$ cat src/rpw_pkg.sv
// Purpose: Shared constants and types for the power, wake and RAM-clear logic
// Assumes: 125 MHz system clock, 32.768 kHz timebase made by a divider
// Notes: Register offsets are bus addresses on the multiplexed AD lines
package rpw_pkg;

	// ------------------------------------------------------------------
	// Clock and timebase
	// ------------------------------------------------------------------
	localparam int unsigned CLK_HZ = 125000000;
	localparam int unsigned TB_HZ = 32768;
	// Timebase divider, truncated; the rate error is below 0.03 percent
	localparam int unsigned TB_DIV = CLK_HZ / TB_HZ;
	// Lead of the increment status bit ahead of the update, in us
	localparam int unsigned UPD_LEAD_US = 122;
	// Lead in timebase ticks, rounded up (122 us is four ticks)
	localparam int unsigned UPD_LEAD_TICKS =
		(UPD_LEAD_US * TB_HZ + 999999) / 1000000;
	// Length of the update cycle itself, in ticks
	localparam int unsigned UPD_LEN_TICKS = 8;
	// Ticks in one second
	localparam int unsigned SEC_TICKS = TB_HZ;
	// Power-on timeout, in ms, and its count of timebase ticks
	localparam int unsigned POTO_MS = 2000;
	localparam int unsigned POTO_TICKS_DEF = POTO_MS * TB_HZ / 1000;
	// Access recovery time after a clear, in us, and its cycle count
	localparam int unsigned REC_US = 200;
	localparam int unsigned REC_CYCLES_DEF = REC_US * (CLK_HZ / 1000000);

	// ------------------------------------------------------------------
	// Register map
	// ------------------------------------------------------------------
	localparam logic [7:0] OFS_EXT_STAT_A = 8'h4A;
	localparam logic [7:0] OFS_EXT_CTRL_B = 8'h4B;
	localparam logic [7:0] OFS_XRAM_ADDR = 8'h50;
	localparam logic [7:0] OFS_XRAM_DATA = 8'h53;
	// Extended bank window and the first user RAM byte
	localparam logic [7:0] OFS_BANK1_LO = 8'h40;
	localparam logic [7:0] OFS_BANK1_HI = 8'h7F;
	localparam logic [7:0] OFS_URAM_LO = 8'h0E;
	localparam int unsigned URAM_BYTES = 242;
	localparam int unsigned XRAM_BYTES = 128;
	// Reset values and the RAM clear value
	localparam logic [7:0] RST_CTRL_B = 8'h00;
	localparam logic [6:0] RST_XRAM_ADDR = 7'h00;
	localparam logic [7:0] URAM_CLEAR_VAL = 8'hFF;

	// Status/control register A layout
	typedef struct packed {
		logic aux_battery_ok;
		logic update_pending;
		logic [1:0] spare;
		logic power_active_bar;
		logic ram_clear_flag;
		logic wakeup_flag;
		logic kickstart_event_flag;
	} rpw_stat_a_t;

	// Control register B layout
	typedef struct packed {
		logic aux_battery_enable;
		logic enable_32k;
		logic crystal_select;
		logic ram_clear_enable;
		logic power_fail_hold_select;
		logic ram_clear_irq_enable;
		logic wakeup_irq_enable;
		logic kickstart_irq_enable;
	} rpw_ctrl_b_t;

	// Host bus pins, sampled in the clock domain
	typedef struct packed {
		logic ale;
		logic cs_n;
		logic rd_n;
		logic wr_n;
		logic [7:0] ad;
	} rpw_bus_t;

	// Power sequencing states
	typedef enum logic [1:0] {
		PS_DOWN,
		PS_WAIT,
		PS_FAILED,
		PS_ON
	} rpw_pstate_t;

endpackage

$ cat src/rpw_ctrl.sv
// Purpose: Power request, wake/kickstart, RAM clear and extended RAM logic
// Assumes: All pins synchronous to clock_i; supply comparators outside
// Notes: Open-drain pins are given as a value and an output enable
`timescale 1ns/10ps

module rpw_ctrl
	import rpw_pkg::*;
#(
	parameter int unsigned POTO_TICKS = POTO_TICKS_DEF,
	parameter int unsigned REC_CYCLES = REC_CYCLES_DEF
)
(
	input wire logic clock_i,
	input wire logic rst_i,
	input wire rpw_bus_t bus_i,
	output logic [7:0] ad_o,
	output logic ad_oe_o,
	input wire logic bank_select_i,
	input wire logic [2:0] divider_bits_i,
	input wire logic main_supply_ok_i,
	input wire logic aux_battery_supply_i,
	input wire logic alarm_match_i,
	input wire logic other_irq_i,
	input wire logic power_key_input_n_i,
	input wire logic ram_clear_input_n_i,
	output logic power_request_n_o,
	output logic power_request_n_oe_o,
	output logic irq_n_o,
	output logic irq_n_oe_o,
	output logic enable_32k_o,
	output logic crystal_select_o
);

	// ------------------------------------------------------------------
	// Elaboration checks
	// ------------------------------------------------------------------
	if (POTO_TICKS < 1 || POTO_TICKS > 1 << 20)
	begin : g_bad_poto
		$error("POTO_TICKS out of range");
	end
	if (REC_CYCLES < URAM_BYTES || REC_CYCLES > 1 << 24)
	begin : g_bad_rec
		$error("REC_CYCLES must cover the clear walk");
	end

	// ------------------------------------------------------------------
	// Storage and state
	// ------------------------------------------------------------------
	logic [7:0] uram_q [URAM_BYTES]; // User RAM
	logic [7:0] xram_q [XRAM_BYTES]; // Extended RAM
	rpw_stat_a_t stat_q; // Register A (status bits are live)
	rpw_ctrl_b_t ctrl_q; // Register B
	logic [6:0] xaddr_q; // Extended RAM pointer
	logic [7:0] addr_q; // Latched bus address
	logic wr_prev_q; // Write strobe history
	logic key_prev_q; // Key pin history
	logic clr_prev_q; // Clear pin history
	logic main_prev_q; // Supply history
	logic [11:0] div_q; // Timebase divider
	logic tick_q; // 32 kHz enable pulse
	logic [14:0] sec_q; // Ticks within the second
	logic [20:0] poto_q; // Power-on timeout counter
	logic [24:0] rec_q; // Lockout counter
	logic clearing_q; // Clear walk running
	logic [7:0] clr_idx_q; // Clear walk index
	logic upd_q; // Increment in progress
	rpw_pstate_t ps_q; // Power sequencing state
	rpw_pstate_t ps_d;
	logic [7:0] rdata_q;
	logic rd_oe_q;
	logic pwr_oe_q;
	logic irq_oe_q;

	// ------------------------------------------------------------------
	// Decode
	// ------------------------------------------------------------------
	wire locked = (rec_q != 25'd0) | clearing_q;
	wire sel = ~bus_i.cs_n;
	// Write taken on the falling edge of the write strobe
	wire wr_stb = sel & ~bus_i.wr_n & wr_prev_q & ~locked;
	wire rd_act = sel & ~bus_i.rd_n & ~locked;
	wire in_bank1 = bank_select_i & (addr_q >= OFS_BANK1_LO) &
		(addr_q <= OFS_BANK1_HI);
	wire hit_a = in_bank1 & (addr_q == OFS_EXT_STAT_A);
	wire hit_b = in_bank1 & (addr_q == OFS_EXT_CTRL_B);
	wire hit_xa = in_bank1 & (addr_q == OFS_XRAM_ADDR);
	wire hit_xd = in_bank1 & (addr_q == OFS_XRAM_DATA);
	// Calendar bytes below the user RAM are handled elsewhere
	wire hit_u = ~in_bank1 & (addr_q >= OFS_URAM_LO);
	wire [7:0] uidx = addr_q - OFS_URAM_LO;
	rpw_stat_a_t wstat;
	assign wstat = rpw_stat_a_t'(bus_i.ad);

	// ------------------------------------------------------------------
	// Events
	// ------------------------------------------------------------------
	// Battery mode needs battery, oscillator and divider 01X
	wire osc_ok = divider_bits_i[2:1] == 2'b01;
	wire battery_ok = aux_battery_supply_i & ctrl_q.aux_battery_enable &
		osc_ok;
	wire alive = main_supply_ok_i | battery_ok;
	// Alarm match and key falling edge
	wire wake_ev = alarm_match_i & alive;
	wire kick_ev = key_prev_q & ~power_key_input_n_i & alive;
	// Flags act only with their enable set
	wire wake_act = stat_q.wakeup_flag & ctrl_q.wakeup_irq_enable;
	wire kick_act = stat_q.kickstart_event_flag &
		ctrl_q.kickstart_irq_enable;
	wire start_req = (wake_ev & ctrl_q.wakeup_irq_enable) |
		(kick_ev & ctrl_q.kickstart_irq_enable);
	// Clear starts on a falling edge with enable set, flag clear
	// With the enable low the pin is ignored
	wire clr_start = clr_prev_q & ~ram_clear_input_n_i &
		ctrl_q.ram_clear_enable & ~stat_q.ram_clear_flag & ~clearing_q;
	wire clr_done = clearing_q &
		(clr_idx_q == 8'(URAM_BYTES - 1));
	wire poto_end = poto_q == 21'(POTO_TICKS - 1);

	// ------------------------------------------------------------------
	// Power sequencing
	// ------------------------------------------------------------------
	always_comb
	begin
		ps_d = ps_q;
		case (ps_q)
			PS_DOWN, PS_FAILED:
			begin
				// Power from elsewhere counts as a session too
				if (main_supply_ok_i)
					ps_d = PS_ON;
				else if (start_req)
					ps_d = PS_WAIT;
			end
			PS_WAIT:
			begin
				// Supply in time keeps the session
				if (main_supply_ok_i)
					ps_d = PS_ON;
				else if (tick_q & poto_end)
					ps_d = PS_FAILED;
			end
			PS_ON:
			begin
				if (!main_supply_ok_i)
					ps_d = PS_DOWN;
			end
			default:
				ps_d = PS_DOWN;
		endcase
	end

	// State register
	always_ff @(posedge clock_i)
	begin
		if (rst_i)
			ps_q <= PS_ON;
		else
			ps_q <= ps_d;
	end

	// Timeout counter on the timebase, restarted per attempt
	always_ff @(posedge clock_i)
	begin
		if (rst_i || ps_q != PS_WAIT)
			poto_q <= 21'd0;
		else if (tick_q)
			poto_q <= poto_q + 21'd1;
	end

	// ------------------------------------------------------------------
	// Pin drive
	// ------------------------------------------------------------------
	// Power request: level depends on state and power-active-bar
	logic pwr_drive;
	always_comb
	begin
		case (ps_q)
			// Hold select keeps the request through power-fail
			PS_DOWN:
				pwr_drive = ~stat_q.power_active_bar &
					ctrl_q.power_fail_hold_select;
			PS_WAIT:
				pwr_drive = 1'b1;
			PS_FAILED:
				pwr_drive = 1'b0;
			// Bit directly governs the pin; auto-clear below
			PS_ON:
				pwr_drive = ~stat_q.power_active_bar;
			default:
				pwr_drive = 1'b0;
		endcase
	end

	// Interrupt sources while powered
	// Released when every source is gone
	// Clear flag interrupts only with its enable
	wire irq_src = wake_act | kick_act | other_irq_i |
		(stat_q.ram_clear_flag & ctrl_q.ram_clear_irq_enable);
	// Never driven below the power-fail threshold
	wire irq_drive = main_supply_ok_i & (ps_q == PS_ON) & irq_src;

	// Output flops; the pin value is always low, only the enable moves
	always_ff @(posedge clock_i)
	begin
		if (rst_i)
		begin
			pwr_oe_q <= 1'b0;
			irq_oe_q <= 1'b0;
		end
		else
		begin
			pwr_oe_q <= pwr_drive;
			irq_oe_q <= irq_drive;
		end
	end

	// ------------------------------------------------------------------
	// Timebase and increment status
	// ------------------------------------------------------------------
	// Divider only runs while the oscillator chain is out of reset
	always_ff @(posedge clock_i)
	begin
		if (rst_i || !osc_ok)
		begin
			div_q <= 12'd0;
			tick_q <= 1'b0;
			sec_q <= 15'd0;
		end
		else
		begin
			tick_q <= div_q == 12'(TB_DIV - 1);
			div_q <= (div_q == 12'(TB_DIV - 1)) ? 12'd0 : div_q + 12'd1;
			if (tick_q)
				sec_q <= sec_q + 15'd1;
		end
	end

	// Set ahead of the rollover, cleared when the update ends
	always_ff @(posedge clock_i)
	begin
		if (rst_i || !osc_ok)
			upd_q <= 1'b0;
		else if (tick_q && sec_q == 15'(SEC_TICKS - UPD_LEAD_TICKS - 1))
			upd_q <= 1'b1;
		else if (tick_q && sec_q == 15'(UPD_LEN_TICKS - 1))
			upd_q <= 1'b0;
	end

	// ------------------------------------------------------------------
	// History flops and latched address
	// ------------------------------------------------------------------
	always_ff @(posedge clock_i)
	begin
		if (rst_i)
		begin
			wr_prev_q <= 1'b0;
			key_prev_q <= 1'b1;
			clr_prev_q <= 1'b1;
			main_prev_q <= 1'b0;
			addr_q <= 8'h00;
		end
		else
		begin
			wr_prev_q <= bus_i.wr_n;
			key_prev_q <= power_key_input_n_i;
			clr_prev_q <= ram_clear_input_n_i;
			main_prev_q <= main_supply_ok_i;
			// Address follows the lines while the latch enable is high
			if (bus_i.ale)
				addr_q <= bus_i.ad;
		end
	end

	// ------------------------------------------------------------------
	// Register A: flags and power-active-bar
	// ------------------------------------------------------------------
	always_ff @(posedge clock_i)
	begin
		if (rst_i)
		begin
			stat_q <= '0;
		end
		else
		begin
			// Live status bits
			// Battery health is read-only
			stat_q.aux_battery_ok <= aux_battery_supply_i;
			stat_q.update_pending <= upd_q;
			if (wr_stb && hit_a)
			begin
				stat_q.spare <= wstat.spare;
				// Software may set or clear each flag
				// Writing zero removes the interrupt cause
				stat_q.ram_clear_flag <= wstat.ram_clear_flag | clr_done;
				// Only software removes a stale flag
				stat_q.wakeup_flag <= wstat.wakeup_flag | wake_ev;
				stat_q.kickstart_event_flag <=
					wstat.kickstart_event_flag | kick_ev;
			end
			else
			begin
				if (clr_done)
					stat_q.ram_clear_flag <= 1'b1;
				// Events set the flags; an event beats a clear
				if (wake_ev)
					stat_q.wakeup_flag <= 1'b1;
				if (kick_ev)
					stat_q.kickstart_event_flag <= 1'b1;
			end
			// Active enabled wake or kickstart flag forces the bar low
			if (wake_act || kick_act || start_req)
				stat_q.power_active_bar <= 1'b0;
			else if (wr_stb && hit_a)
				stat_q.power_active_bar <= wstat.power_active_bar;
		end
	end

	// ------------------------------------------------------------------
	// Register B
	// ------------------------------------------------------------------
	always_ff @(posedge clock_i)
	begin
		if (rst_i)
			ctrl_q <= rpw_ctrl_b_t'(RST_CTRL_B);
		else
		begin
			if (wr_stb && hit_b)
				ctrl_q <= rpw_ctrl_b_t'(bus_i.ad);
			// Supply arrival wins over a write
			if (main_supply_ok_i && !main_prev_q)
				ctrl_q.enable_32k <= 1'b1;
		end
	end

	// ------------------------------------------------------------------
	// Extended RAM
	// ------------------------------------------------------------------
	// Pointer loaded through its own register
	// Data accesses leave the pointer alone
	always_ff @(posedge clock_i)
	begin
		if (rst_i)
			xaddr_q <= RST_XRAM_ADDR;
		else if (wr_stb && hit_xa)
			xaddr_q <= bus_i.ad[6:0];
	end

	// The clear walk never touches this array
	always_ff @(posedge clock_i)
	begin
		if (wr_stb && hit_xd)
			xram_q[xaddr_q] <= bus_i.ad;
	end

	// ------------------------------------------------------------------
	// User RAM and clear walk
	// ------------------------------------------------------------------
	// One byte per cycle, all bits set; runs with or without supply
	always_ff @(posedge clock_i)
	begin
		if (rst_i)
		begin
			clearing_q <= 1'b0;
			clr_idx_q <= 8'h00;
		end
		else if (clr_start)
		begin
			clearing_q <= 1'b1;
			clr_idx_q <= 8'h00;
		end
		else if (clr_done)
			clearing_q <= 1'b0;
		else if (clearing_q)
			clr_idx_q <= clr_idx_q + 8'h01;
	end

	// Host writes cannot collide: the lockout covers the whole walk
	always_ff @(posedge clock_i)
	begin
		if (clearing_q)
			uram_q[clr_idx_q] <= URAM_CLEAR_VAL;
		else if (wr_stb && hit_u)
			uram_q[uidx] <= bus_i.ad;
	end

	// Lockout spans the recovery time from the clear edge
	always_ff @(posedge clock_i)
	begin
		if (rst_i)
			rec_q <= 25'd0;
		else if (clr_start)
			rec_q <= 25'(REC_CYCLES);
		else if (rec_q != 25'd0)
			rec_q <= rec_q - 25'd1;
	end

	// ------------------------------------------------------------------
	// Read path
	// ------------------------------------------------------------------
	// Unmapped and calendar locations read as zero
	wire [7:0] rmux = hit_a ? stat_q :
		hit_b ? ctrl_q :
		hit_xa ? {1'b0, xaddr_q} :
		hit_xd ? xram_q[xaddr_q] :
		hit_u ? uram_q[uidx] : 8'h00;

	// Read data one cycle behind the strobe; refused reads stay off
	always_ff @(posedge clock_i)
	begin
		if (rst_i)
		begin
			rdata_q <= 8'h00;
			rd_oe_q <= 1'b0;
		end
		else
		begin
			rdata_q <= rmux;
			rd_oe_q <= rd_act;
		end
	end

	// ------------------------------------------------------------------
	// Outputs
	// ------------------------------------------------------------------
	assign ad_o = rdata_q;
	assign ad_oe_o = rd_oe_q;
	assign power_request_n_o = 1'b0;
	assign power_request_n_oe_o = pwr_oe_q;
	assign irq_n_o = 1'b0;
	assign irq_n_oe_o = irq_oe_q;
	assign enable_32k_o = ctrl_q.enable_32k;
	assign crystal_select_o = ctrl_q.crystal_select;

endmodule // rpw_ctrl

$ cat config.mk
export PLATFORM = sky130hd
export DESIGN_NAME = rpw_ctrl
export DESIGN_NICKNAME = d
export VERILOG_FILES = /design/src/rpw_pkg.sv /design/src/rpw_ctrl.sv
export SDC_FILE = /design/constraint.sdc
export NUM_CORES = 2
export LEC_CHECK = 0
export BUFFER_PORTS_ARGS = -buffer_cell sky130_fd_sc_hd__buf_2
export CORE_MARGIN = 2
export CORE_UTILIZATION = 50
export CTS_CLUSTER_SIZE = 8
export DETAILED_ROUTE_END_ITERATION = 10
export PLACE_DENSITY_LB_ADDON = 0.08
export SYNTH_ARGS = -nofsm -noshare
export SYNTH_HDL_FRONTEND = slang
export SYNTH_SLANG_ARGS = --single-unit
$ cat constraint.sdc
create_clock -name clock_i -period 7.5 [get_ports clock_i]
set_clock_uncertainty 0.1 [all_clocks]
set_input_delay 2.25 -clock clock_i [delete_from_list [all_inputs] [get_ports clock_i]]
set_output_delay 2.25 -clock clock_i [all_outputs]
set_load 0.02 [all_outputs]
## Yosys cells after proc, flatten, opt, wreduce, memory -nomap -nowiden

Memories as Yosys holds them, arrays and structs flattened. A register that Yosys moved wholly into a read port is not among the register bits.
Cells that the tools add are included.
W data, S select, Z words.

| operators by class | value |
|---|---|
| eq/ne operators | 17 |
| bitwise logic cells | 51 |
| multiplexer cells | 36 |
| $mul | 0 |
| $lt $le $gt $ge | 3 |
| add/sub/neg operators | 6 |
| reductions and logical operators | 30 |
| divide/modulo/power cells | 0 |
| shift operators | 0 |

Operators with widths:

| operator | number |
|---|---|
| $mux W8 | 7 |
| $eq A8 B7 Y1 const B | 4 |
| $and A1 B1 Y1 | 31 |
| $mux W15 | 2 |
| $reduce_bool A25 Y1 | 1 |
| $sub A25 B1 Y25 const B | 1 |
| $add A21 B1 Y21 const B | 1 |
| $eq A21 B16 Y1 const B | 1 |
| $mux W7 | 3 |
| $mux W1 | 16 |
| $add A15 B1 Y15 const B | 1 |
| $eq A15 B15 Y1 const B | 1 |
| $eq A15 B3 Y1 const B | 1 |
| $reduce_bool A2 Y1 | 7 |
| $add A12 B1 Y12 const B | 1 |
| $eq A12 B12 Y1 const B | 1 |
| $not A1 Y1 | 11 |
| $mux W2 | 5 |
| $or A1 B1 Y1 | 9 |
| $add A8 B1 Y8 const B | 1 |
| $eq A8 B8 Y1 const B | 1 |
| $ge A8 B4 Y1 const B | 1 |
| $ge A8 B7 Y1 const B | 1 |
| $le A8 B7 Y1 const B | 1 |
| other kinds (17) | 34 |

| word-level totals | value |
|---|---|
| output and inout port bits | 15 |
| memories kept | 2 |
| logic and storage cells | 180 |
| bits in registers | 132 |
| memory bits (writable) | 2960 |
| bits in latches | 0 |
| ROM bits | 0 |
| input port bits | 24 |

Memories:

| memory | words | width | rd ports | clocked after memory_dff | write ports | line | source |
|---|---|---|---|---|---|---|---|
| uram_q | 242 | 8 | 1 | 0 | 1 | rpw_ctrl.sv:49 | `logic [7:0] uram_q [URAM_BYTES];` |
| xram_q | 128 | 8 | 1 | 1 | 1 | rpw_ctrl.sv:50 | `logic [7:0] xram_q [XRAM_BYTES];` |

## Longest topological paths before layout

| logic depth | value |
|---|---|
| word-level depth | 11 |
| mapped depth | 15 |
| gate-level depth less buffers | 9 |

## Least setup slack after synthesis

OpenSTA, ideal clock, no wires.

| timing path | value |
|---|---|
| kind | input to register |
| from | input bank_select_i |
| to | memory uram_q[0][0] (data pin) |
| path slack | 0.810 ns |
| arrival time | 5.794 ns |
| stages on the path | 4 |
| setup time | 0.796 ns |
| path buffers | 1 |
| required time | 6.604 ns |
| cell sequence | nand2_1 o32ai_1 clkbuf_1 or3_1 |

| between the ends | value |
|---|---|
| word-level cells in the longest chain between the ends | 10 |

RTL lines:

| item | line | source |
|---|---|---|
| from (decl) | rpw_ctrl.sv:18 | `input wire logic bank_select_i,` |
| $and A1 B1 Y1 (2 in a row) | rpw_ctrl.sv:82 | `wire in_bank1 = bank_select_i & (addr_q >= OFS_BANK1_LO) &` |
| $not A1 Y1 | rpw_ctrl.sv:89 | `wire hit_u = ~in_bank1 & (addr_q >= OFS_URAM_LO);` |
| $and A1 B1 Y1 | rpw_ctrl.sv:89 |  |
| $logic_and A1 B1 Y1 | rpw_ctrl.sv:382 | `else if (wr_stb && hit_u)` |
| $mux W1 | rpw_ctrl.sv:382 |  |
| $mux W1 | rpw_ctrl.sv:380 | `if (clearing_q)` |
| $mux W1 (implied by the code) | rpw_ctrl.sv:383 | `uram_q[uidx] <= bus_i.ad;` |
| $reduce_or A8 Y1 (no source line) | n/a |  |
| $mux W8 (no source line) | n/a |  |
| to (decl) | rpw_ctrl.sv:49 |  |

Every way passes these cells.

## Final worst setup path

| timing path | value |
|---|---|
| from | input bus_i[8] (netlist name) |
| to | memory uram_q[198][4] (enable) |

| between the ends | value |
|---|---|
| word-level cells in the longest chain between the ends | 10 |
| elaborated cells between the ends (all ways) | 11 |
| those cells by class | mux: 5; bitwise: 4; reduce/logical: 2 |

RTL lines:

| item | line | source |
|---|---|---|
| from (decl) | rpw_ctrl.sv:15 | `input wire rpw_bus_t bus_i,` |
| $not A1 Y1 (*) | rpw_ctrl.sv:80 | `wire wr_stb = sel & ~bus_i.wr_n & wr_prev_q & ~locked;` |
| $and A1 B1 Y1 (*) (3 in a row) | rpw_ctrl.sv:80 |  |
| $logic_and A1 B1 Y1 (*) | rpw_ctrl.sv:382 |  |
| $mux W1 (*) | rpw_ctrl.sv:382 |  |
| $mux W1 (*) | rpw_ctrl.sv:380 |  |
| $mux W1 (implied by the code) (*) | rpw_ctrl.sv:383 |  |
| $reduce_or A8 Y1 (no source line) | n/a |  |
| $mux W8 (no source line) or $mux W1 (tied branches) | n/a |  |

Every way passes the cells marked *; elsewhere a longest branch is shown, timed or not.

==> out/results.md <==
### Run status
* outcome: finished clean

### Clock tree
* cts bufs inserted: 437
* worst-skew pair later-pin latency: 0.94 ns
* CTS clock-pin slew for the worst setup and hold paths: 0.05 ns
* number of levels in the clock H-tree: 5
* Clock Tree Root: sky130_fd_sc_hd__clkbuf_16
* count of cells resized by post-cts repair: 0
* clock sink count: 3099
* number of hold buffers added after cts: 0
* largest buffer count on any clock path: 4
* Post-CTS Repair Setup Buffers: 0
* TritonCTS clock tree: yes

### Critical path
* arrival time at the worst endpoint: 6.13 ns
* endpoint required time on the critical path: 7.95 ns
* Reg-to-Reg Start: rec_q[4]$_SDFFE_PP0P_
* category of the worst setup path capture point: register
* startpoint-to-endpoint class of the critical path: input port to register
* start point of the critical path: bus_i[8]
* crit-path max cell delay: 0.89 ns
* standard cell with the maximum stage delay on the critical path: sky130_fd_sc_hd__nand2_1
* largest fanout on the critical path: 17
* gate family responsible for the most delay along the worst path: simple AND/OR/NAND/NOR gates
* list of cells traversed by the critical path: buf_2 -> nor2b_1 -> nand4_1 -> nor4_4 -> buf_4 -> nand2_1 -> o21ai_1 -> nand2_1 -> buf_4 -> nor2_1
* Critical path buffers and inverters: 3
* Critical Path Source Type: input port

### Logic synthesis
* register bit count reported by yosys: 3099
* count of distinct cell types in the synthesized netlist: 82
* register area share after synthesis: 0.757
* largest area contributor in the netlist: sky130_fd_sc_hd__edfxtp_1
* Mapped Area: 121000 sq um
* Top FF cell, synth: sky130_fd_sc_hd__edfxtp_1
* Synth top area share: 0.734
* Cells after Synth: 6081
* Post-synth EDFFs: 2960
* async set-reset flop share out of synthesis: 0
* post-synthesis average cell area: 19.9 sq um
* yosys warns: 0
* cell types with the largest area share after synthesis: sky130_fd_sc_hd__edfxtp_1 (73%), sky130_fd_sc_hd__mux4_2 (14%), sky130_fd_sc_hd__dfxtp_1 (2.3%)

### Timing
* ratio of final minimum period to clock period: 0.757
* number of setup violations in the final report: 0
* transition time at the pin with the least slew margin: 1.42 ns
* relative slew slack: 0.0416
* final-layout setup total negative slack: 0 ns
* Fmax achieved: 176 MHz
* RSZ-0062 raised after global routing: false
* fin worst setup slack: 1.82 ns
* Hold Vio Cnt, Final: 0
* clock period minus final worst setup slack: 5.68 ns
* max-slew violation total from the final report: 0
* tightest hold margin: 0.381 ns

### Placement
* HPWL after DPL: 203000 um
* count of port buffers added during placement: 35
* total placed instance area: 126000 sq um
* placed cells: 9193
* pre-CTS WS: 0.896 ns
* placer congestion estimate: 0.850

### Routing
* number of design rule violations left after detail routing: 0
* metal2 WL: 157000 um
* count of TritonRoute iterations in the first routing pass: 5
* wire length per cell after detailed routing: 34.3 um
* met3 layer wire length in the routed design: 28100 um
* highest layer used for signal routing: met5
* Via Count: 62400
* via-per-instance ratio: 6.41
* metal1 wirelength: 139000 um
* Detail Route Antenna Nets: 0
* drt first-iter violations: 7837
* final routed wirelength across all metal layers: 333000 um

### Final layout
* highest-count cells in the layout ignoring fill and taps: sky130_fd_sc_hd__edfxtp_1 (2960), sky130_fd_sc_hd__mux4_2 (779), sky130_fd_sc_hd__nor2_1 (543)
* Post-layout nets: 6480
* cell area after layout: 137000 sq um
* Final Core Density: 0.571
* layout overhead on the synthesized area: 13.5%
* count of non-filler cells in the finished layout: 9726
* share of final-layout standard cells stronger than drive strength 1: 0.241
* most frequent standard cell in the layout excluding fill and tap cells: sky130_fd_sc_hd__edfxtp_1
* Filler Cells Inserted: 17900

### Global route
* Overall Global Routing Usage: 0.272
* via count of the first global-routing pass: 62500
* first-pass GRT wire length: 471000 um
* largest net degree at the start of global routing: 195
* number of antenna violations at the first check in global routing: 23
* leftover overflow at the end of global routing: 0

### Pwr
* pwr/cell area: 275 nW/um^2
* Pleak: 45.1 nW
* power after layout: 37.8 mW
* worst vdd rail ir drop: 0.227 mV

### Floorplan
* Die Span X: 496 um
* effective utilization at floorplan: 0.503
* row count: 180
* die footprint: 246000 sq um
* die height: 496 um
* core box area: 241000 sq um
* count of boundary I/O pins: 39

### Worst hold path
* Hold Crit Start: div_q[0]$_SDFF_PP0_
* worst min-delay path class: register to register

### Run
* max cap viols: 0

final cells by class:
cell class              count  area (sq um)  area share
repair buffers            264          2150      0.0157
inverters                  17          65.1    0.000473
flip-flops and latches   3099         91700       0.667
clock buffers             519         11300      0.0824
clock inverters            10           139     0.00101
diodes                      4          10.0   0.0000728
well taps                3185          3990      0.0290
multi-input cells        2628         28100       0.204
layer usage:
metal  track usage  up-vias
li1              -    25500
met5             0        -
met1         0.399    33500
met2         0.417     2828
met4        0.0782        2
met3        0.0548      508
synthesized netlist by cell type (16+ instances only):
cell type / instances
sky130_fd_sc_hd__clkbuf_1: 156
sky130_fd_sc_hd__xnor2_1: 32
sky130_fd_sc_hd__mux4_2: 779
sky130_fd_sc_hd__and3_1: 24
sky130_fd_sc_hd__a221oi_1: 17
sky130_fd_sc_hd__o211ai_1: 17
sky130_fd_sc_hd__a21oi_1: 82
sky130_fd_sc_hd__inv_1: 16
sky130_fd_sc_hd__nand2b_1: 19
sky130_fd_sc_hd__xor2_1: 40
sky130_fd_sc_hd__a31oi_1: 25
sky130_fd_sc_hd__nor4_1: 17
sky130_fd_sc_hd__a22oi_1: 43
sky130_fd_sc_hd__o21ai_0: 51
sky130_fd_sc_hd__buf_1: 45
sky130_fd_sc_hd__nand4_1: 37
sky130_fd_sc_hd__nand2_1: 336
sky130_fd_sc_hd__nor2b_1: 29
sky130_fd_sc_hd__or3_1: 26
sky130_fd_sc_hd__nor2_1: 546
sky130_fd_sc_hd__buf_2: 122
sky130_fd_sc_hd__edfxtp_1: 2960
sky130_fd_sc_hd__nand3_1: 108
sky130_fd_sc_hd__o22ai_1: 24
sky130_fd_sc_hd__mux2i_1: 133
sky130_fd_sc_hd__dfxtp_1: 139
sky130_fd_sc_hd__nor3_1: 31
worst register-to-register path, stage by stage (launching register included):
cell and delay [ns]:
sky130_fd_sc_hd__dfxtp_1 0.35, sky130_fd_sc_hd__or4_4 0.59, sky130_fd_sc_hd__nor4_4 0.24, sky130_fd_sc_hd__or4b_1 0.76, sky130_fd_sc_hd__nor4_4 0.47, sky130_fd_sc_hd__buf_4 0.28
sky130_fd_sc_hd__nand2_1 0.09, sky130_fd_sc_hd__o21ai_1 0.22, sky130_fd_sc_hd__nand2_1 0.89, sky130_fd_sc_hd__buf_4 0.50, sky130_fd_sc_hd__nor2_1 0.65
worst paths after layout:
check                                   to  slack [ns]  depth (start not counted)
setup reg to reg  uram_q[198][4]$_DFFE_PP_        1.97                         10
hold reg to reg        div_q[0]$_SDFF_PP0_        0.38                          1
setup / recovery  uram_q[198][4]$_DFFE_PP_        1.82                         10
hold / removal         div_q[0]$_SDFF_PP0_        0.38                          1
report_power, final:
group / internal (mW) / switching (mW) / total [mW]
sequential: 18.9 / 0.0967 / 19.0
clock: 10.4 / 6.74 / 17.1
combinational: 0.493 / 1.18 / 1.67
total: 29.7 / 8.01 / 37.8
sequential cells by signal, indices dropped and copies added, names as in the netlist, 7 cells and up, named ones only:
| signal | cells |
|---|---|
| uram_q | 1936 |
| clr_idx_q | 8 |
| stat_q | 8 |
| addr_q | 8 |
| poto_q | 21 |
| rec_q | 25 |
| xaddr_q | 7 |
| xram_q | 1024 |
| sec_q | 15 |
| div_q | 12 |
| ad_o | 8 |
cells by family (layout without fill, tap and decap cells):
group	count (synthesis)	count (layout)	share of synthesized area
adders and majority gates	9	9	0.000930
buffers and inverters	355	810	0.0128
AOI/OAI and AO/OA	389	389	0.0221
other	1	6	0.0000310
DFF	3099	3099	0.757
and+or+nand+nor	1230	1230	0.0448
xor gates and xnor gates	72	72	0.00521
muxes	926	926	0.157
Power figures use the tool's default switching activity.
